$ cat src/shared/ssp_pkg.sv
// constants for the serial shift port control block
package ssp_pkg;
  // register byte offsets
  localparam logic [7:0] SSP_CTRL_OFS    = 8'hb8;
  localparam logic [7:0] SSP_PINPOS_OFS  = 8'hbc;
  localparam logic [7:0] SSP_CNT_OFS     = 8'hc0;
  localparam logic [7:0] SSP_DATA_OFS    = 8'hc4;
  localparam logic [7:0] SSP_PORT_OFS    = 8'hc8;
  localparam logic [7:0] SSP_IRQ_ST_OFS  = 8'hcc;
  localparam logic [7:0] SSP_IRQ_CLR_OFS = 8'hd0;
  localparam logic [7:0] SSP_IRQ_EN_OFS  = 8'hd4;
  // shift_port_control fields
  localparam int SSP_WM_LSB     = 4;
  localparam int SSP_CS_LSB     = 2;
  localparam int SSP_STROBE_BIT = 1;
  localparam int SSP_TOGGLE_BIT = 0;
  // port register fields
  localparam int SSP_PORT_DATA  = 0;
  localparam int SSP_PORT_CLK   = 1;
  localparam int SSP_DIR_DATA   = 2;
  localparam int SSP_DIR_CLK    = 3;
  // interrupt status fields
  localparam int SSP_IRQ_START  = 0;
  localparam int SSP_IRQ_OVF    = 1;
  // wire mode codes
  localparam logic [1:0] SSP_WM_OFF   = 2'h0;
  localparam logic [1:0] SSP_WM_THREE = 2'h1;
  localparam logic [1:0] SSP_WM_TWO   = 2'h2;
  localparam logic [1:0] SSP_WM_TWOH  = 2'h3;
  // clock source codes
  localparam logic [1:0] SSP_CS_SOFT  = 2'h0;
  localparam logic [1:0] SSP_CS_TIMER = 2'h1;
  // reset values
  localparam logic [7:0] SSP_RST_BYTE = 8'h00;
  localparam logic [3:0] SSP_RST_NIB  = 4'h0;
  localparam logic [1:0] SSP_RST_TWO  = 2'h0;
  // number of pin sets
  localparam int SSP_NSETS = 2;
endpackage

$ cat src/ssp_ctrl.sv
// serial shift port control with wishbone registers
//
// Decided for this implementation: the Wishbone register port.
`timescale 1ns/1ns
`default_nettype none
// Notes on behaviour
// RQ1 - two-wire data line pulled low when shift bit or port bit is zero
// RQ2 - two-wire clock line pulled low by port bit zero or start hold
// RQ3 - two-wire mode: start condition holds clock low until start flag is cleared
// RQ4 - two-wire mode disables pull-ups, inputs keep working
// RQ5 - mode 11 also holds clock low after overflow until flag cleared
// RQ6 - external clock: output latch updates on edge opposite to sampling
// RQ7 - strobe or timer clock: output latch is transparent
// RQ8 - clock source selects clocking of shift register and counter
// RQ9 - external: shift on chosen edge, counter on both edges
// RQ10 - external with strobe bit set: toggle write clocks the counter
// RQ11 - strobe write shifts and counts, shifting input sampled earlier
// RQ12 - strobe and toggle bits act on write and read as zero
// RQ13 - toggle write inverts clock port bit regardless of direction
// RQ14 - pin position bit picks default or alternate pin set
// RQ15 - pin position bits 7:1 read as zero
// RQ16 - mode 00 disables shift output, clock hold and start detector; pins follow port bits
// RQ17 - start is data falling while clock high, sets start flag
module ssp_ctrl #(
  parameter int DATA_W = 8,
  parameter int CNT_W  = 4
) (
  // clock and reset
  input  wire logic                         clk_i,
  input  wire logic                         rst_i,
  // wishbone slave
  input  wire logic                         wb_cyc_i,
  input  wire logic                         wb_stb_i,
  input  wire logic                         wb_we_i,
  input  wire logic [7:0]                   wb_adr_i,
  input  wire logic [3:0]                   wb_sel_i,
  input  wire logic [31:0]                  wb_dat_i,
  output logic      [31:0]                  wb_dat_o,
  output logic                              wb_ack_o,
  // timer compare match pulse
  input  wire logic                         tmr_match_i,
  // pin sets, index 0 default, 1 alternate
  input  wire logic [ssp_pkg::SSP_NSETS-1:0] serial_in_pin_i,
  output logic      [ssp_pkg::SSP_NSETS-1:0] serial_in_pin_o,
  output logic      [ssp_pkg::SSP_NSETS-1:0] serial_in_pin_oe_o,
  output logic      [ssp_pkg::SSP_NSETS-1:0] serial_in_pullup_o,
  output logic      [ssp_pkg::SSP_NSETS-1:0] serial_out_pin_o,
  output logic      [ssp_pkg::SSP_NSETS-1:0] serial_out_pin_oe_o,
  input  wire logic [ssp_pkg::SSP_NSETS-1:0] shift_clk_pin_i,
  output logic      [ssp_pkg::SSP_NSETS-1:0] shift_clk_pin_o,
  output logic      [ssp_pkg::SSP_NSETS-1:0] shift_clk_pin_oe_o,
  output logic      [ssp_pkg::SSP_NSETS-1:0] shift_clk_pullup_o,
  // interrupt
  output logic                              irq_o
);
  import ssp_pkg::*;

  if (DATA_W != 8 || CNT_W < 1 || CNT_W > 4) begin : g_chk
    $error("ssp_ctrl: DATA_W must be 8 and CNT_W 1..4");
  end

  // register state
  logic [1:0]        wire_mode_sel;
  logic [1:0]        clk_source_sel;
  logic              clk_strobe_bit;
  logic              pin_location_sel;
  logic [CNT_W-1:0]  cnt;
  logic [DATA_W-1:0] shreg;
  logic              port_data;
  logic              port_clk;
  logic              dir_data;
  logic              clk_pin_direction_bit;
  logic              start_cond_flag;
  logic              counter_overflow_flag;
  logic [1:0]        irq_en;

  // bus decode
  logic bus_req;
  logic bus_wr;
  logic wr_ctrl;
  logic strobe_wr;
  logic toggle_wr;
  logic clr_start;
  logic clr_ovf;
  assign bus_req   = wb_cyc_i && wb_stb_i;
  assign bus_wr    = bus_req && wb_we_i && wb_ack_o && wb_sel_i[0];
  assign wr_ctrl   = bus_wr && (wb_adr_i == SSP_CTRL_OFS);
  assign strobe_wr = wr_ctrl && wb_dat_i[SSP_STROBE_BIT];
  assign toggle_wr = wr_ctrl && wb_dat_i[SSP_TOGGLE_BIT];
  assign clr_start = bus_wr && (wb_adr_i == SSP_IRQ_CLR_OFS)
                     && wb_dat_i[SSP_IRQ_START];
  assign clr_ovf   = bus_wr && (wb_adr_i == SSP_IRQ_CLR_OFS)
                     && wb_dat_i[SSP_IRQ_OVF];

  // wishbone ack, one cycle after request
  always_ff @(posedge clk_i) begin
    if (rst_i) begin
      wb_ack_o <= 1'b0;
    end else begin
      wb_ack_o <= bus_req && !wb_ack_o;
    end
  end

  // read data
  logic [31:0] next_rdata;
  always_comb begin
    next_rdata = 32'h0000_0000;
    if (wb_adr_i == SSP_CTRL_OFS) begin
      // see RQ12
      next_rdata[SSP_WM_LSB+1:SSP_WM_LSB] = wire_mode_sel;
      next_rdata[SSP_CS_LSB+1:SSP_CS_LSB] = clk_source_sel;
    end else if (wb_adr_i == SSP_PINPOS_OFS) begin
      next_rdata[0] = pin_location_sel; // see RQ15
    end else if (wb_adr_i == SSP_CNT_OFS) begin
      next_rdata[CNT_W-1:0] = cnt;
    end else if (wb_adr_i == SSP_DATA_OFS) begin
      next_rdata[DATA_W-1:0] = shreg;
    end else if (wb_adr_i == SSP_PORT_OFS) begin
      next_rdata[SSP_PORT_DATA] = port_data;
      next_rdata[SSP_PORT_CLK]  = port_clk;
      next_rdata[SSP_DIR_DATA]  = dir_data;
      next_rdata[SSP_DIR_CLK]   = clk_pin_direction_bit;
    end else if (wb_adr_i == SSP_IRQ_ST_OFS) begin
      next_rdata[SSP_IRQ_START] = start_cond_flag;
      next_rdata[SSP_IRQ_OVF]   = counter_overflow_flag;
    end else if (wb_adr_i == SSP_IRQ_EN_OFS) begin
      next_rdata[1:0] = irq_en;
    end
  end

  always_ff @(posedge clk_i) begin
    if (rst_i) begin
      wb_dat_o <= 32'h0000_0000;
    end else if (bus_req && !wb_ack_o && !wb_we_i) begin
      wb_dat_o <= next_rdata;
    end
  end

  // control, pin position and interrupt enable registers
  always_ff @(posedge clk_i) begin
    if (rst_i) begin
      wire_mode_sel    <= SSP_RST_TWO;
      clk_source_sel   <= SSP_RST_TWO;
      clk_strobe_bit   <= 1'b0;
      pin_location_sel <= 1'b0;
      irq_en           <= SSP_RST_TWO;
    end else begin
      if (wr_ctrl) begin
        wire_mode_sel  <= wb_dat_i[SSP_WM_LSB+1:SSP_WM_LSB];
        clk_source_sel <= wb_dat_i[SSP_CS_LSB+1:SSP_CS_LSB];
        clk_strobe_bit <= wb_dat_i[SSP_STROBE_BIT];
      end
      if (bus_wr && wb_adr_i == SSP_PINPOS_OFS) begin
        pin_location_sel <= wb_dat_i[0];
      end
      if (bus_wr && wb_adr_i == SSP_IRQ_EN_OFS) begin
        irq_en <= wb_dat_i[1:0];
      end
    end
  end

  // port register, toggle inverts clock port bit
  always_ff @(posedge clk_i) begin
    if (rst_i) begin
      port_data             <= 1'b0;
      port_clk              <= 1'b0;
      dir_data              <= 1'b0;
      clk_pin_direction_bit <= 1'b0;
    end else if (bus_wr && wb_adr_i == SSP_PORT_OFS) begin
      port_data             <= wb_dat_i[SSP_PORT_DATA];
      port_clk              <= wb_dat_i[SSP_PORT_CLK];
      dir_data              <= wb_dat_i[SSP_DIR_DATA];
      clk_pin_direction_bit <= wb_dat_i[SSP_DIR_CLK];
    end else if (toggle_wr) begin
      port_clk <= !port_clk; // see RQ13
    end
  end

  // input synchronisers on selected pin set
  logic [2:0] din_sync;
  logic [2:0] cin_sync;
  logic       din;
  logic       cin;
  logic       din_q;
  logic       cin_q;
  always_ff @(posedge clk_i) begin
    if (rst_i) begin
      din_sync <= 3'h7;
      cin_sync <= 3'h7;
      din      <= 1'b1;
      cin      <= 1'b1;
      din_q    <= 1'b1;
      cin_q    <= 1'b1;
    end else begin
      // see RQ14
      din_sync <= {din_sync[1:0], serial_in_pin_i[pin_location_sel]};
      cin_sync <= {cin_sync[1:0], shift_clk_pin_i[pin_location_sel]};
      if (din_sync[1] == din_sync[2]) begin
        din <= din_sync[2];
      end
      if (cin_sync[1] == cin_sync[2]) begin
        cin <= cin_sync[2];
      end
      din_q <= din;
      cin_q <= cin;
    end
  end

  // clock source selection
  logic ext_sel;
  logic cin_rise;
  logic cin_fall;
  logic sample_edge;
  logic launch_edge;
  logic shift_clk;
  logic cnt_clk;
  assign ext_sel     = clk_source_sel[1];
  assign cin_rise    = cin && !cin_q;
  assign cin_fall    = !cin && cin_q;
  // see RQ9
  assign sample_edge = clk_source_sel[0] ? cin_fall : cin_rise;
  assign launch_edge = clk_source_sel[0] ? cin_rise : cin_fall;
  always_comb begin
    shift_clk = 1'b0;
    cnt_clk   = 1'b0;
    if (ext_sel) begin
      shift_clk = sample_edge; // see RQ9
      // see RQ10
      cnt_clk   = clk_strobe_bit ? toggle_wr : (cin_rise || cin_fall);
    end else if (clk_source_sel == SSP_CS_TIMER) begin
      shift_clk = tmr_match_i; // see RQ8
      cnt_clk   = tmr_match_i;
    end else begin
      shift_clk = strobe_wr; // see RQ8
      cnt_clk   = strobe_wr;
    end
  end

  // shift register, strobe shifts in the earlier sample
  logic shift_in;
  assign shift_in = (ext_sel) ? din : din_q; // see RQ11
  always_ff @(posedge clk_i) begin
    if (rst_i) begin
      shreg <= SSP_RST_BYTE;
    end else if (bus_wr && wb_adr_i == SSP_DATA_OFS) begin
      shreg <= wb_dat_i[DATA_W-1:0];
    end else if (shift_clk) begin
      shreg <= {shreg[DATA_W-2:0], shift_in}; // see RQ11
    end
  end

  // counter and overflow
  logic cnt_wrap;
  assign cnt_wrap = cnt_clk && (cnt == {CNT_W{1'b1}})
                    && !(bus_wr && wb_adr_i == SSP_CNT_OFS);
  always_ff @(posedge clk_i) begin
    if (rst_i) begin
      cnt <= SSP_RST_NIB[CNT_W-1:0];
    end else if (bus_wr && wb_adr_i == SSP_CNT_OFS) begin
      cnt <= wb_dat_i[CNT_W-1:0];
    end else if (cnt_clk) begin
      cnt <= cnt + 1'b1; // see RQ8
    end
  end

  // output latch
  logic out_latch;
  logic out_bit;
  always_ff @(posedge clk_i) begin
    if (rst_i) begin
      out_latch <= 1'b0;
    end else if (launch_edge) begin
      out_latch <= shreg[DATA_W-1]; // see RQ6
    end
  end
  assign out_bit = ext_sel ? out_latch : shreg[DATA_W-1]; // see RQ7

  // start detector and flags, set wins over clear
  logic start_det;
  logic two_wire;
  assign two_wire  = wire_mode_sel[1];
  // see RQ17
  assign start_det = (wire_mode_sel != SSP_WM_OFF) && cin && cin_q
                     && din_q && !din;
  always_ff @(posedge clk_i) begin
    if (rst_i) begin
      start_cond_flag       <= 1'b0;
      counter_overflow_flag <= 1'b0;
    end else begin
      if (start_det) begin
        start_cond_flag <= 1'b1; // see RQ17
      end else if (clr_start) begin
        start_cond_flag <= 1'b0;
      end
      if (cnt_wrap) begin
        counter_overflow_flag <= 1'b1;
      end else if (clr_ovf) begin
        counter_overflow_flag <= 1'b0;
      end
    end
  end

  // pin drive terms
  logic clk_hold;
  logic sda_low;
  logic scl_low;
  // see RQ3
  assign clk_hold = start_cond_flag
                    || (wire_mode_sel == SSP_WM_TWOH
                        && counter_overflow_flag); // see RQ5
  assign sda_low  = dir_data && (!out_bit || !port_data); // see RQ1
  assign scl_low  = clk_pin_direction_bit
                    && (!port_clk || clk_hold); // see RQ2

  // per pin set outputs, unselected set left undriven
  for (genvar g = 0; g < SSP_NSETS; g++) begin : g_set
    logic sel;
    assign sel = (pin_location_sel == 1'(g)); // see RQ14
    always_ff @(posedge clk_i) begin
      if (rst_i) begin
        serial_in_pin_o[g]     <= 1'b0;
        serial_in_pin_oe_o[g]  <= 1'b0;
        serial_in_pullup_o[g]  <= 1'b0;
        serial_out_pin_o[g]    <= 1'b0;
        serial_out_pin_oe_o[g] <= 1'b0;
        shift_clk_pin_o[g]     <= 1'b0;
        shift_clk_pin_oe_o[g]  <= 1'b0;
        shift_clk_pullup_o[g]  <= 1'b0;
      end else if (sel && two_wire) begin
        serial_in_pin_o[g]     <= 1'b0;
        serial_in_pin_oe_o[g]  <= sda_low; // see RQ1
        serial_in_pullup_o[g]  <= 1'b0; // see RQ4
        serial_out_pin_o[g]    <= 1'b0;
        serial_out_pin_oe_o[g] <= 1'b0;
        shift_clk_pin_o[g]     <= 1'b0;
        shift_clk_pin_oe_o[g]  <= scl_low; // see RQ2
        shift_clk_pullup_o[g]  <= 1'b0; // see RQ4
      end else if (sel) begin
        // see RQ16
        serial_in_pin_o[g]     <= 1'b0;
        serial_in_pin_oe_o[g]  <= 1'b0;
        serial_in_pullup_o[g]  <= 1'b0;
        serial_out_pin_o[g]    <= (wire_mode_sel == SSP_WM_THREE)
                                  ? out_bit : port_data;
        serial_out_pin_oe_o[g] <= dir_data;
        shift_clk_pin_o[g]     <= port_clk; // see RQ13
        shift_clk_pin_oe_o[g]  <= clk_pin_direction_bit;
        shift_clk_pullup_o[g]  <= !clk_pin_direction_bit && port_clk;
      end else begin
        serial_in_pin_o[g]     <= 1'b0;
        serial_in_pin_oe_o[g]  <= 1'b0;
        serial_in_pullup_o[g]  <= 1'b0;
        serial_out_pin_o[g]    <= 1'b0;
        serial_out_pin_oe_o[g] <= 1'b0;
        shift_clk_pin_o[g]     <= 1'b0;
        shift_clk_pin_oe_o[g]  <= 1'b0;
        shift_clk_pullup_o[g]  <= 1'b0;
      end
    end
  end

  // interrupt output
  assign irq_o = |({counter_overflow_flag, start_cond_flag} & irq_en);
endmodule
`default_nettype wire

$ cat config.mk
export PLATFORM = sky130hd
export DESIGN_NAME = ssp_ctrl
export DESIGN_NICKNAME = d
export VERILOG_FILES = /design/src/shared/ssp_pkg.sv /design/src/ssp_ctrl.sv
export SDC_FILE = /design/constraint.sdc
export NUM_CORES = 1
export LEC_CHECK = 0
export ABC_AREA = 1
export BUFFER_PORTS_ARGS = -buffer_cell sky130_fd_sc_hd__buf_2
export CORE_AREA = 2 2 94 96
export CTS_CLUSTER_SIZE = 10
export DETAILED_ROUTE_END_ITERATION = 6
export DIE_AREA = 0 0 96 98
export HOLD_SLACK_MARGIN = 0.12
export PLACE_DENSITY = 0.68
export SLEW_MARGIN = 40
export SYNTH_ARGS = -nofsm -noshare
export SYNTH_HDL_FRONTEND = slang
export SYNTH_SLANG_ARGS = --single-unit
export TNS_END_PERCENT = 20
$ cat constraint.sdc
create_clock -name clk_i -period 1.35 [get_ports clk_i]
set_input_delay 0.135 -clock clk_i [delete_from_list [all_inputs] [get_ports clk_i]]
set_output_delay 0.135 -clock clk_i [all_outputs]
set_load 0.005 [all_outputs]
# --- After elaboration in Yosys (flattened, before gate mapping) ---
# Cells that the tools add are included.
totals:
  output_inout_bits: 50
  register_bits: 58
  elab_cells: 150
op_classes:
  bitwise: 4
  n_reduce_logical: 56
  n_addsub: 1
  n_eq_ne: 14
  mux: 40
  magnitude_cmp: 1
ops:
  columns: ["op", "n"]
  rows:
  - ["$eq A8 B8 Y1 const B", 8]
  - ["$logic_and A1 B1 Y1", 31]
  - ["$mux W4", 7]
  - ["$mux W1", 24]
  - ["$mux W8", 2]
  - ["$mux W2", 6]
  - ["$reduce_bool A2 Y1", 6]
  - ["$logic_not A1 Y1", 10]
  - ["$mux W7", 1]
  - ["$reduce_or A2 Y1", 3]
  - ["$reduce_or A3 Y1", 2]
  - ["$add A4 B1 Y4 const B", 1]
  - ["$eq A2 B1 Y1 const B", 2]
  - ["$eq A4 B4 Y1 const B", 1]
  - ["$logic_or A1 B1 Y1", 4]
  - ["$not A1 Y1", 3]
  - ["$and A2 B2 Y2", 1]
  - ["$eq A1 B1 Y1", 2]
  - ["$eq A2 B2 Y1 const B", 1]
  - ["$lt A1 B2 Y1 const B", 1]

# --- Longest topological paths before layout ---
# Gate-level depths: netlist of run 1.
logic_depth:
  ltp_word: 11
  mapped_depth: 11
  mapped_depth_nobuf: 11

# --- Least setup slack after synthesis of run 1 ---
# OpenSTA, ideal clock, no wires.
synth_path:
  path_kind: "reg-to-reg"
  start: "reg cin"
  end: "reg shreg[3]"
  n_path_buf: 0
  period_less_slack_ns: 1.390
  stages_incl_launch_ff: 7
  arrival_time_ns: 1.320
  slack_ns: -0.040
  setup_time_ns: 0.070
  cell_sequence: "dfxtp_1 > inv_1 > ha_1 > o21ai_1 > a21boi_2 > nand3_1 > a21oi_1"
synth_between:
  elab_chain_len: 5
  word_cells_on_any_way: 6
  classes_between: "mux (2); reduce/logical (4)"
synth_lines:
  columns: ["item", "line_no", "rtl"]
  rows:
  - ["from (decl)", "ssp_ctrl.sv:183", "logic cin;"]
  - ["from (signal assigned)", "ssp_ctrl.sv:202", "cin <= cin_sync[2];"]
  - ["$logic_not A1 Y1", "ssp_ctrl.sv:219", "assign cin_fall = !cin && cin_q;"]
  - ["$logic_and A1 B1 Y1", "ssp_ctrl.sv:219", null]
  - ["$mux W1 *", "ssp_ctrl.sv:221", "assign sample_edge = clk_source_sel[0] ? cin_fall : cin_rise;"]
  - ["$mux W1 *", "ssp_ctrl.sv:226", "if (ext_sel) begin"]
  - ["$reduce_bool A2 Y1 (no line) *", null, null]
  - ["to (signal assigned)", "ssp_ctrl.sv:246", "shreg <= wb_dat_i[DATA_W-1:0];"]
  - ["to (signal assigned)", "ssp_ctrl.sv:248", "shreg <= {shreg[DATA_W-2:0], shift_in};"]
  - ["to (decl)", "ssp_ctrl.sv:68", "logic [DATA_W-1:0] shreg;"]
# Mark *: on every way between the ends. The rest lies on a longest branch, timed or not.
# A chain may end at the register's enable or synchronous reset.

# --- Final worst setup path of run 1 ---
layout_path:
  start: "reg wb_ack_o"
  end: "reg cnt[2]"
layout_between:
  elab_chain_len: 7
  word_cells_on_any_way: 11
  classes_between: "mux (4); reduce/logical (7)"
layout_lines:
  columns: ["item", "line_no", "rtl"]
  rows:
  - ["from (decl)", "ssp_ctrl.sv:39", "output logic wb_ack_o,"]
  - ["from (signal assigned)", "ssp_ctrl.sv:100", "wb_ack_o <= bus_req && !wb_ack_o;"]
  - ["$logic_and A1 B1 Y1 * (2 in a row)", "ssp_ctrl.sv:86", "assign bus_wr = bus_req && wb_we_i && wb_ack_o && wb_sel_i[0];"]
  - ["$logic_and A1 B1 Y1", "ssp_ctrl.sv:87", "assign wr_ctrl = bus_wr && (wb_adr_i == SSP_CTRL_OFS);"]
  - ["$logic_and A1 B1 Y1, on equally long branches", "ssp_ctrl.sv:88, ssp_ctrl.sv:89", null]
  - ["$mux W1, on equally long branches", "ssp_ctrl.sv:230, ssp_ctrl.sv:229", null]
  - ["$mux W1", "ssp_ctrl.sv:226", null]
  - ["$reduce_bool A2 Y1 (no line)", null, null]
  - ["to (signal assigned)", "ssp_ctrl.sv:258", "cnt <= SSP_RST_NIB[CNT_W-1:0];"]
  - ["to (signal assigned)", "ssp_ctrl.sv:260", "cnt <= wb_dat_i[CNT_W-1:0];"]
  - ["to (signal assigned)", "ssp_ctrl.sv:262", "cnt <= cnt + 1'b1;"]
  - ["to (decl)", "ssp_ctrl.sv:67", "logic [CNT_W-1:0] cnt;"]
# Marks and branches as above.

==> flow_summary.yaml, run 1 <==
finish:
  drive_gt1_share_pct: 28.3
  diodes: 0
  nNetsFinal: 527
  final_cell_area_mm2: 0.00360
  area_delta_synth_final_pct: 25.5
  final_cells: 582
  fillers: 882
synth:
  synthMuxAreaShare_pct: 0
  yosysTopAreaCellShare_pct: 40.5
  synth-seq-area-share_pct: 40.5
  synth_xor_area_share_pct: 0.305
  synth.avg_cell_area_um2: 7.35
  synth-seq-cells: 58
  synth_compound_area_share_pct: 15.9
  synthCells: 390
  synth_top_family_by_area: "simple AND/OR/NAND/NOR gates"
  synth_area_mm2: 0.00287
  synth_simple_gate_area_share_pct: 27.5
  yosysWarningCount: 0
  synth_fa_ha_area_share_pct: 1.31
  synth_cell_types: 36
  synth_largest_area_cell: "dfxtp_1"
  synthTopCellsByArea: "dfxtp_1, nand2_1, buf_4"
drt:
  vias_per_cell: 4.73
  drc: 0
  drtIter0Drc: 179
  vias: 2752
  first_pass_iters: 4
  totalWireLength_um: 7420
  ant_nets: 0
  drt-wirelength-per-cell_um: 12.8
clock_network:
  clk_path_buf_depth: 2
  cts_made_buffers: 9
  h-tree-depth: 3
  cts_sinks: 58
  clk_pin_slew_ns: 0.06
  cts_root_buf: "clkbuf_8"
  tritoncts: "built"
  clk_latency_ns: 0.34
sta:
  setup_viol: 21
  worst_slack_ns: -0.0976
  fmax_ghz: 0.691
  rsz0062_at_grt: "yes"
  fin_crit_ns: 1.45
  timing.final.crit_share_pct: 107
  hold-worst-slack_ns: 0.129
  fin_tns_setup_ns: -1.22
  skew_ns: 0.00640
  finalMaxSlewViolations: 0
  final_hold_viol_count: 0
run_status:
  status: "finished with violations"
  violations: "negative setup slack"
power:
  p_leak_nw: 1.61
  power_density_mw_per_mm2: 927
  ir_drop_v: 0.000388
critical_path:
  required_ns: 1.62
  slowest_stage: "dfxtp_2"
  crit_type: "reg -> reg"
  start_kind: "flip-flop"
  critical_path.cell_chain: "nand3_2 -> nor2_4 -> buf_6 -> inv_2 -> nor2_4 -> inv_4 -> o21ai_1 -> o21ai_1 -> nand2_1 -> nand2_1 -> nor2_1"
  cp_data_arrival_time_ns: 1.72
  r2r_end: "cnt[2]"
  r2r_start: "wb_ack_o"
  cp-end-kind: "flip-flop"
  crit_path_max_incr_delay_ns: 0.34
  crit_fanout: 10
  reg2reg_depth: 11
  rrSetupSlack_ns: -0.1
placed_design:
  dp_slack_ns: -0.119
  hpwl_um: 5580
  place_area_mm2: 0.00327
  gp_congestion: 0.906
  portBuffers: 48
  dp.cells: 558
grt:
  grt.overflow.total: 0
  grt_antenna_before_repair: 0
  first_global_vias: 2562
  grt_pass1_wl_um: 11800
  grt_max_degree: 22
  grt_use_total_pct: 16.4
die:
  core_area_mm2: 0.00847
  row_count: 34
  ios: 104
  chipWidth_um: 96
  die_area_mm2: 0.00941
  fp.dieH_um: 98
  start_util_pct: 33.9
run:
  cap_viol_max_count: 0
hold_path:
  min_path_type: "in -> reg"
  min_from: "wb_stb_i"
  min_to: "wb_ack_o"
  min_path_cells: 3
-- worst max path at each step --
stage             start  endpoint  slack, ns  depth (start not counted)
2_1_floorplan       cin  shreg[3]     -0.006                          6
3_3_place_gp   wb_ack_o    cnt[2]      -0.08                         10
3_5_place_dp        cin  shreg[3]      -0.12                          6
4_1_cts        wb_ack_o    cnt[2]      -0.08                         11
5_1_grt        wb_ack_o    cnt[1]      -0.20                          9
6_report       wb_ack_o    cnt[2]       -0.1                         11
-- flip-flops by register name (all words and copies together) (netlist names), 2 cells and up --
| signal | cells |
|---|---|
| shift_clk_pin_oe_o | 2 |
| wb_dat_o | 8 |
| cnt | 4 |
| serial_out_pin_oe_o | 2 |
| serial_out_pin_o | 2 |
| irq_en | 2 |
| shift_clk_pullup_o | 2 |
| shift_clk_pin_o | 2 |
| cin_sync | 3 |
| serial_in_pin_oe_o | 2 |
| din_sync | 3 |
| wire_mode_sel | 2 |
| shreg | 8 |
| clk_source_sel | 2 |
-- synthesized netlist by cell type --
| master | count |
|---|---|
| nor2_2 | 1 |
| o22a_1 | 2 |
| inv_1 | 34 |
| nand4_2 | 1 |
| a31oi_1 | 3 |
| nand3_4 | 1 |
| inv_2 | 7 |
| ha_1 | 3 |
| nand2_1 | 72 |
| o21ai_0 | 19 |
| a21oi_1 | 38 |
| or2_2 | 4 |
| nand3_2 | 2 |
| o21ai_1 | 12 |
| buf_6 | 1 |
| buf_2 | 2 |
| o211ai_1 | 4 |
| nand2_4 | 1 |
| o31ai_1 | 1 |
| or2_1 | 1 |
| a22o_1 | 1 |
| nand4_1 | 6 |
| conb_1 | 1 |
| nand2_2 | 4 |
| nand3_1 | 32 |
| nor3_1 | 6 |
| dfxtp_1 | 58 |
| o21bai_1 | 1 |
| clkbuf_1 | 5 |
| o21ai_2 | 1 |
| xor2_1 | 1 |
| nor3_2 | 1 |
| buf_4 | 29 |
| nor2_1 | 30 |
| nor2_4 | 4 |
| a21boi_2 | 1 |
-- worst max-delay path: cells and delay by family (launching register included) --
| family | cells | cell delay [ns] |
|---|---|---|
| AO/OA/AOI/OAI | 2 | 0.16 |
| buffers and inverters | 3 | 0.27 |
| AND/OR/NAND/NOR | 6 | 0.60 |
| flip-flops | 1 | 0.34 |
-- cells in the final DEF (no fill, tap or decap), types with 2 or more instances in the layout --
master | netlist | final
nor2_4 | 4 | 4
o21ai_0 | 19 | 13
nand3_2 | 2 | 6
nand4_1 | 6 | 6
o22a_1 | 2 | 2
nand3_1 | 32 | 28
nand2_2 | 4 | 5
ha_2 | 0 | 2
buf_2 | 2 | 48
or2_2 | 4 | 4
a31oi_1 | 3 | 3
clkbuf_8 | 0 | 11
clkinv_2 | 0 | 3
a21oi_2 | 0 | 3
dfxtp_1 | 58 | 55
dlygate4sd3_1 | 0 | 5
nor3_1 | 6 | 6
dfxtp_2 | 0 | 3
o21ai_1 | 12 | 16
inv_1 | 34 | 33
inv_2 | 7 | 7
a21oi_1 | 38 | 35
o21ai_2 | 1 | 3
o211ai_1 | 4 | 4
nor2_1 | 30 | 30
conb_1 | 1 | 28
nand2_1 | 72 | 69
nand2_4 | 1 | 2
buf_4 | 29 | 25
-- area by class of cell --
cell class	count	area [µm²]	area share, %
clock buffer	12	155	4.31
clock inverter	3	15.0	0.417
inverter	41	156	4.35
multi-input combinational	281	1480	41.2
sequential	58	1160	32.4
tap	108	135	3.76
timing repair buffer	79	489	13.6
-- metal layers --
metal	up-vias	routed length [µm]	track usage, %
li1	1391	-	-
met1	1268	3160	19.7
met2	82	3740	27.2
met3	11	360	3.47
met4	0	157	8.02
met5	-	0	0
-- report_power, final --
group	internal, W	switching, W
Sequential	0.00173	0.00000718
Clock	0.000746	0.000649
Combinational	0.0000779	0.000131
-- metrics by stage --
| step | power, W | util (%) |
|---|---|---|
| after floorplan | 0.00192 | - |
| after global placement | 0.00196 | 38.6 |
| after detailed placement | 0.00196 | 38.6 |
| after CTS | 0.00336 | 41.8 |
| after global routing | 0.00348 | 42.5 |
| final | 0.00334 | 42.5 |
-- kinds of logic (layout without fill, tap and decap cells) --
family / count (synthesis) / after routing
compound gates: 83 / 83
fa+ha+maj: 3 / 3
xor+xnor: 1 / 1
simple gates: 166 / 166
buf+inv: 78 / 135
other cells: 1 / 28
flops: 58 / 58
-- what timing repair did --
item,CTS,global route
endpoints found under the hold margin,6,0
hold buffers,5,0
endpoints found under the setup margin,23,23
resized for setup,15,13
pin swaps,9,4
buffers inserted,2,2
No activity file was read; power rests on OpenSTA's default activity.
==> run 2: changes to the inputs <==
--- a/config.mk
+++ b/config.mk
@@ -13,6 +13,7 @@
 export DIE_AREA = 0 0 96 98
 export HOLD_SLACK_MARGIN = 0.12
 export PLACE_DENSITY = 0.68
+export REMOVE_ABC_BUFFERS = 1
 export SLEW_MARGIN = 40
 export SYNTH_ARGS = -nofsm -noshare
 export SYNTH_HDL_FRONTEND = slang
==> run 2 against run 1 <==
The flow still finishes with violations (negative setup slack). Critical path type unchanged. Via count up 1.2%. Cell count rose by 1.4%. Critical path depth unchanged. Non-clock buffer count grew 6. Highest routed layer unchanged. First-iteration DRC count is 7.3% lower. Sequential power about the same. Global-route usage shrank 0.37 points. Combinational power increased by 5%. Wire length grew 0.53%. Clock power rose by 9%.
==> flow_summary.yaml, run 2 (same netlist as run 1, synthesis figures left out) <==
grt:
  grt_use_total_pct: 16.0
  grt_antenna_before_repair: 0
  grt_pass1_wl_um: 11800
  grt.overflow.total: 0
  first_global_vias: 2574
  grt_max_degree: 20
finish:
  fin_util_pct: 44.6
  drive_gt1_share_pct: 31.5
  layout_common_cells: "nand2_1, dfxtp_1, buf_2, a21oi_1, inv_1"
  top_regs: "shreg x8, wb_dat_o x8, cnt x4"
  nNetsFinal: 534
  area_delta_synth_final_pct: 31.7
  diodes: 0
  layout_commonest_cell: "nand2_1"
power:
  ir_drop_v: 0.000488
  p_leak_nw: 1.67
  power_density_mw_per_mm2: 918
  p_total_w: 0.00347
drt:
  vias_per_cell: 4.72
  drc: 0
  first_pass_iters: 4
  ant_nets: 0
  drt-wirelength-per-cell_um: 12.6
  totalWireLength_um: 7460
  vias: 2786
  drtIter0Drc: 166
sta:
  worst_slack_ns: -0.0784
  rsz0062_at_grt: "yes"
  finalMaxSlewViolations: 0
  final_hold_viol_count: 0
  fmax_ghz: 0.700
  timing.final.crit_share_pct: 106
  skew_ns: 0.00594
  hold-worst-slack_ns: 0.144
  setup_viol: 12
  fin_crit_ns: 1.43
die:
  row_count: 34
  chipWidth_um: 96
  fp.dieH_um: 98
  die_area_mm2: 0.00941
  ios: 104
  start_util_pct: 33.9
  core_area_mm2: 0.00847
placed_design:
  hpwl_um: 5450
  portBuffers: 48
  gp_congestion: 0.907
clock_network:
  clk_latency_ns: 0.33
  cts_root_buf: "clkbuf_8"
  cts_made_buffers: 9
  tritoncts: "built"
  clk_pin_slew_ns: 0.07
  h-tree-depth: 3
  cts_sinks: 58
  clk_path_buf_depth: 2
critical_path:
  start_kind: "flip-flop"
  critical_path.cell_chain: "nand3_2 -> nor2_4 -> buf_6 -> inv_2 -> nor2_4 -> buf_4 -> inv_4 -> o21ai_1 -> nand2_1 -> inv_2 -> nor2_1"
  required_ns: 1.58
  slowest_stage: "dfxtp_2"
  crit_fanout: 5
  cp-end-kind: "flip-flop"
  crit_type: "reg -> reg"
  crit_path_max_incr_delay_ns: 0.33
  cp_data_arrival_time_ns: 1.66
  reg2reg_depth: 11
hold_path:
  min_path_type: "in -> reg"
  min_path_cells: 3
run:
  cap_viol_max_count: 0
run_status:
  status: "finished with violations"
  violations: "negative setup slack"
## run 2: cell count changes in the layout (fill, tap and decap cells not counted), sizes merged
cell and delta:
clkinv +2, bufinv +1, clkbuf -2, buf +6, clkinvlp +1
## run 2: metal layers
layer  GRT usage [%]  share of wire, %  routed length, µm
met1            20.1                41               3080
met2            26.2                49               3630
met3            5.17               7.4                555
met4            4.29               2.6                195
met5               0                 0                  0
## run 2: worst paths after layout
kind / start / endpoint / slack [ns]
setup / recovery: wb_ack_o / cnt[3] / -0.08
hold / removal: wb_stb_i / wb_ack_o / 0.14
setup reg to reg: wb_ack_o / cnt[3] / -0.08
hold reg to reg: din_sync[0] / din_sync[1] / 0.43
## run 2: repair_timing
item | in CTS | in global routing
endpoints found under the setup margin | 17 | 30
gates resized for setup | 22 | 34
pin swaps | 17 | 10
cloned | 0 | 1
hold buffers | 5 | 0
endpoints found under the hold margin | 3 | 0
setup buffers | 3 | 5
## run 2: critical path: cells and delay by family (launching register included)
family	cells	cell delay, ns
DFF	1	0.33
buffers and inverters	5	0.41
AOI/OAI and AO/OA	1	0.10
and+or+nand+nor	5	0.48
## run 2: power by group
| group | leakage (nW) | total (W) | internal, W | switching, W |
|---|---|---|---|---|
| registers | 0.469 | 0.00173 | 0.00172 | 0.00000687 |
| clock network | 0.0958 | 0.00152 | 0.000839 | 0.000682 |
| logic | 1.11 | 0.000218 | 0.0000837 | 0.000134 |
| total | 1.67 | 0.00347 | 0.00264 | 0.000822 |
## run 2: area by class of cell
cell class	count	area (µm²)
clock inverters	6	57.6
flip-flops and latches	58	1170
repair buffers	85	569
clock buffers	10	128
repair inverters	1	6.26
inverters	41	161
fillers	851	4690
multi-input cells	281	1550
well taps	108	135
## run 2: stage by stage
| stage | instance area (µm²) | setup TNS, ns | std cells | setup slack [ns] |
|---|---|---|---|---|
| floorplan | 2710 | -1.67 | 380 | -0.208 |
| global placement | 3280 | -0.489 | 560 | -0.0668 |
| detailed placement | 3280 | -1.22 | 560 | -0.120 |
| CTS | 3610 | -0.273 | 584 | -0.0359 |
| global route | 3780 | -2.18 | 590 | -0.179 |
| finish | 3780 | -0.570 | 590 | -0.0784 |
==> run 3: changes to the inputs <==
--- a/config.mk
+++ b/config.mk
@@ -14,6 +14,7 @@
 export HOLD_SLACK_MARGIN = 0.12
 export PLACE_DENSITY = 0.68
 export REMOVE_ABC_BUFFERS = 1
+export SETUP_SLACK_MARGIN = 0.2
 export SLEW_MARGIN = 40
 export SYNTH_ARGS = -nofsm -noshare
 export SYNTH_HDL_FRONTEND = slang
==> run 3 against run 2 <==
The run still ends with negative setup slack left. Worst hold slack got worse by 0.021 ns. Sequential cell count is the same. Clock skew fell by 0.0014 ns.
==> flow_summary.yaml, run 3 (same netlist as run 1, synthesis figures left out) <==
run_status:
  status: "finished with violations"
  violations: "negative setup slack"
finish:
  drive_gt1_share_pct: 31.3
  fillers: 880
  nNetsFinal: 532
  top_regs: "shreg x8, wb_dat_o x8, cnt x4"
  area_delta_synth_final_pct: 28.5
  layout_commonest_cell: "nand2_1"
  diodes: 0
  final_cell_area_mm2: 0.00369
  layout_common_cells: "nand2_1, dfxtp_1, buf_2, a21oi_1, inv_1"
power:
  p_leak_nw: 1.63
  power_density_mw_per_mm2: 943
  ir_drop_v: 0.000503
sta:
  worst_slack_ns: -0.108
  finalMaxSlewViolations: 0
  fmax_ghz: 0.686
  setup_viol: 14
  skew_ns: 0.00450
  hold-worst-slack_ns: 0.123
  rsz0062_at_grt: "yes"
  fin_tns_setup_ns: -0.856
  fin_crit_ns: 1.46
  timing.final.crit_share_pct: 108
  final_hold_viol_count: 0
clock_network:
  clk_latency_ns: 0.33
  clk_path_buf_depth: 2
  cts_sinks: 58
  cts_made_buffers: 9
  tritoncts: "built"
  h-tree-depth: 3
  clk_pin_slew_ns: 0.07
  cts_root_buf: "clkbuf_8"
critical_path:
  crit_path_max_incr_delay_ns: 0.33
  reg2reg_depth: 11
  r2r_start: "wb_ack_o"
  cp_data_arrival_time_ns: 1.69
  required_ns: 1.58
  cp-end-kind: "flip-flop"
  crit_fanout: 6
  critical_path.cell_chain: "nand3_2 -> nor2_4 -> buf_6 -> inv_2 -> nor2_4 -> inv_4 -> buf_6 -> o21ai_2 -> nand2_1 -> inv_2 -> nor2_1"
  rrSetupSlack_ns: -0.11
  r2r_end: "cnt[3]"
  start_kind: "flip-flop"
  crit_type: "reg -> reg"
  slowest_stage: "dfxtp_2"
die:
  start_util_pct: 33.9
  fp.dieH_um: 98
  row_count: 34
  chipWidth_um: 96
  ios: 104
  die_area_mm2: 0.00941
  core_area_mm2: 0.00847
hold_path:
  min_path_cells: 3
  min_from: "wb_stb_i"
  min_to: "wb_ack_o"
  min_path_type: "in -> reg"
grt:
  grt_use_total_pct: 16.0
  grt_max_degree: 20
  first_global_vias: 2588
  grt.overflow.total: 0
  grt_antenna_before_repair: 0
  grt_pass1_wl_um: 11900
placed_design:
  hpwl_um: 5450
  gp_congestion: 0.907
  portBuffers: 48
  place_area_mm2: 0.00328
drt:
  first_pass_iters: 5
  ant_nets: 0
  drt-wirelength-per-cell_um: 12.7
  vias_per_cell: 4.77
  drc: 0
  vias: 2807
  totalWireLength_um: 7460
  drtIter0Drc: 193
run:
  cap_viol_max_count: 0
==> run 3: metal layers <==
| layer | track usage [%] | share of wire [%] | up-vias |
|---|---|---|---|
| met1 | 19.9 | 42 | 1279 |
| li1 | - | - | 1401 |
| met4 | 2.75 | 1.1 | 0 |
| met3 | 5.40 | 7.6 | 10 |
| met2 | 27.0 | 49 | 117 |
| met5 | 0 | 0 | - |
==> run 3: area by class of cell <==
type / count / area, µm² / area share, %
Multi-Input combinational cell: 281 / 1490 / 40.5
Sequential cell: 58 / 1170 / 31.8
Timing Repair Buffer: 84 / 547 / 14.8
Inverter: 41 / 156 / 4.24
Tap cell: 108 / 135 / 3.67
Clock buffer: 10 / 128 / 3.46
Clock inverter: 6 / 57.6 / 1.56
==> run 3: report_power, final <==
group | total, W | switching (W) | internal [W]
Combinational | 0.000217 | 0.000134 | 0.0000828
Clock | 0.00153 | 0.000690 | 0.000839
Sequential | 0.00173 | 0.00000682 | 0.00172
Total | 0.00347 | 0.000831 | 0.00264
==> run 3: repair_timing <==
item                                    4_1_cts  5_1_grt
hold buffers                                  5        0
gates resized for setup                      35       13
setup buffers                                 3        4
cloned                                        0        0
pin swaps                                    23       15
endpoints found under the setup margin       35       40
hold endpoints to repair                      3        0
==> run 3: how the worst max path moves through the flow <==
stage,startpoint,endpoint,slack [ns],depth (start not counted)
2_1_floorplan,wb_ack_o,wb_dat_o[3],-0.21,5
3_3_place_gp,cin,cnt[2],-0.07,8
3_5_place_dp,cin_q,shreg[5],-0.12,9
4_1_cts,wb_ack_o,shreg[5],-0.04,8
5_1_grt,wb_ack_o,cnt[0],-0.21,10
6_report,wb_ack_o,cnt[3],-0.11,11
==> run 3: worst max-delay path, delay by kind of cell, from the launching register on <==
kind            cells  cell delay (ns)
flops               1             0.33
simple gates        5             0.51
compound gates      1             0.09
buf+inv             5             0.42
==> run 3: metrics by stage <==
stage / power (W) / utilization (%) / instances / setup WS, ns
3_5_place_dp: 0.00196 / 38.7 / 560 / -0.120
4_1_cts: 0.00349 / 42.9 / 584 / -0.0359
2_1_floorplan: 0.00185 / - / 380 / -0.208
3_3_place_gp: 0.00196 / 38.7 / 560 / -0.0668
6_report: 0.00347 / 43.5 / 588 / -0.108
5_1_grt: 0.00360 / 43.5 / 588 / -0.208
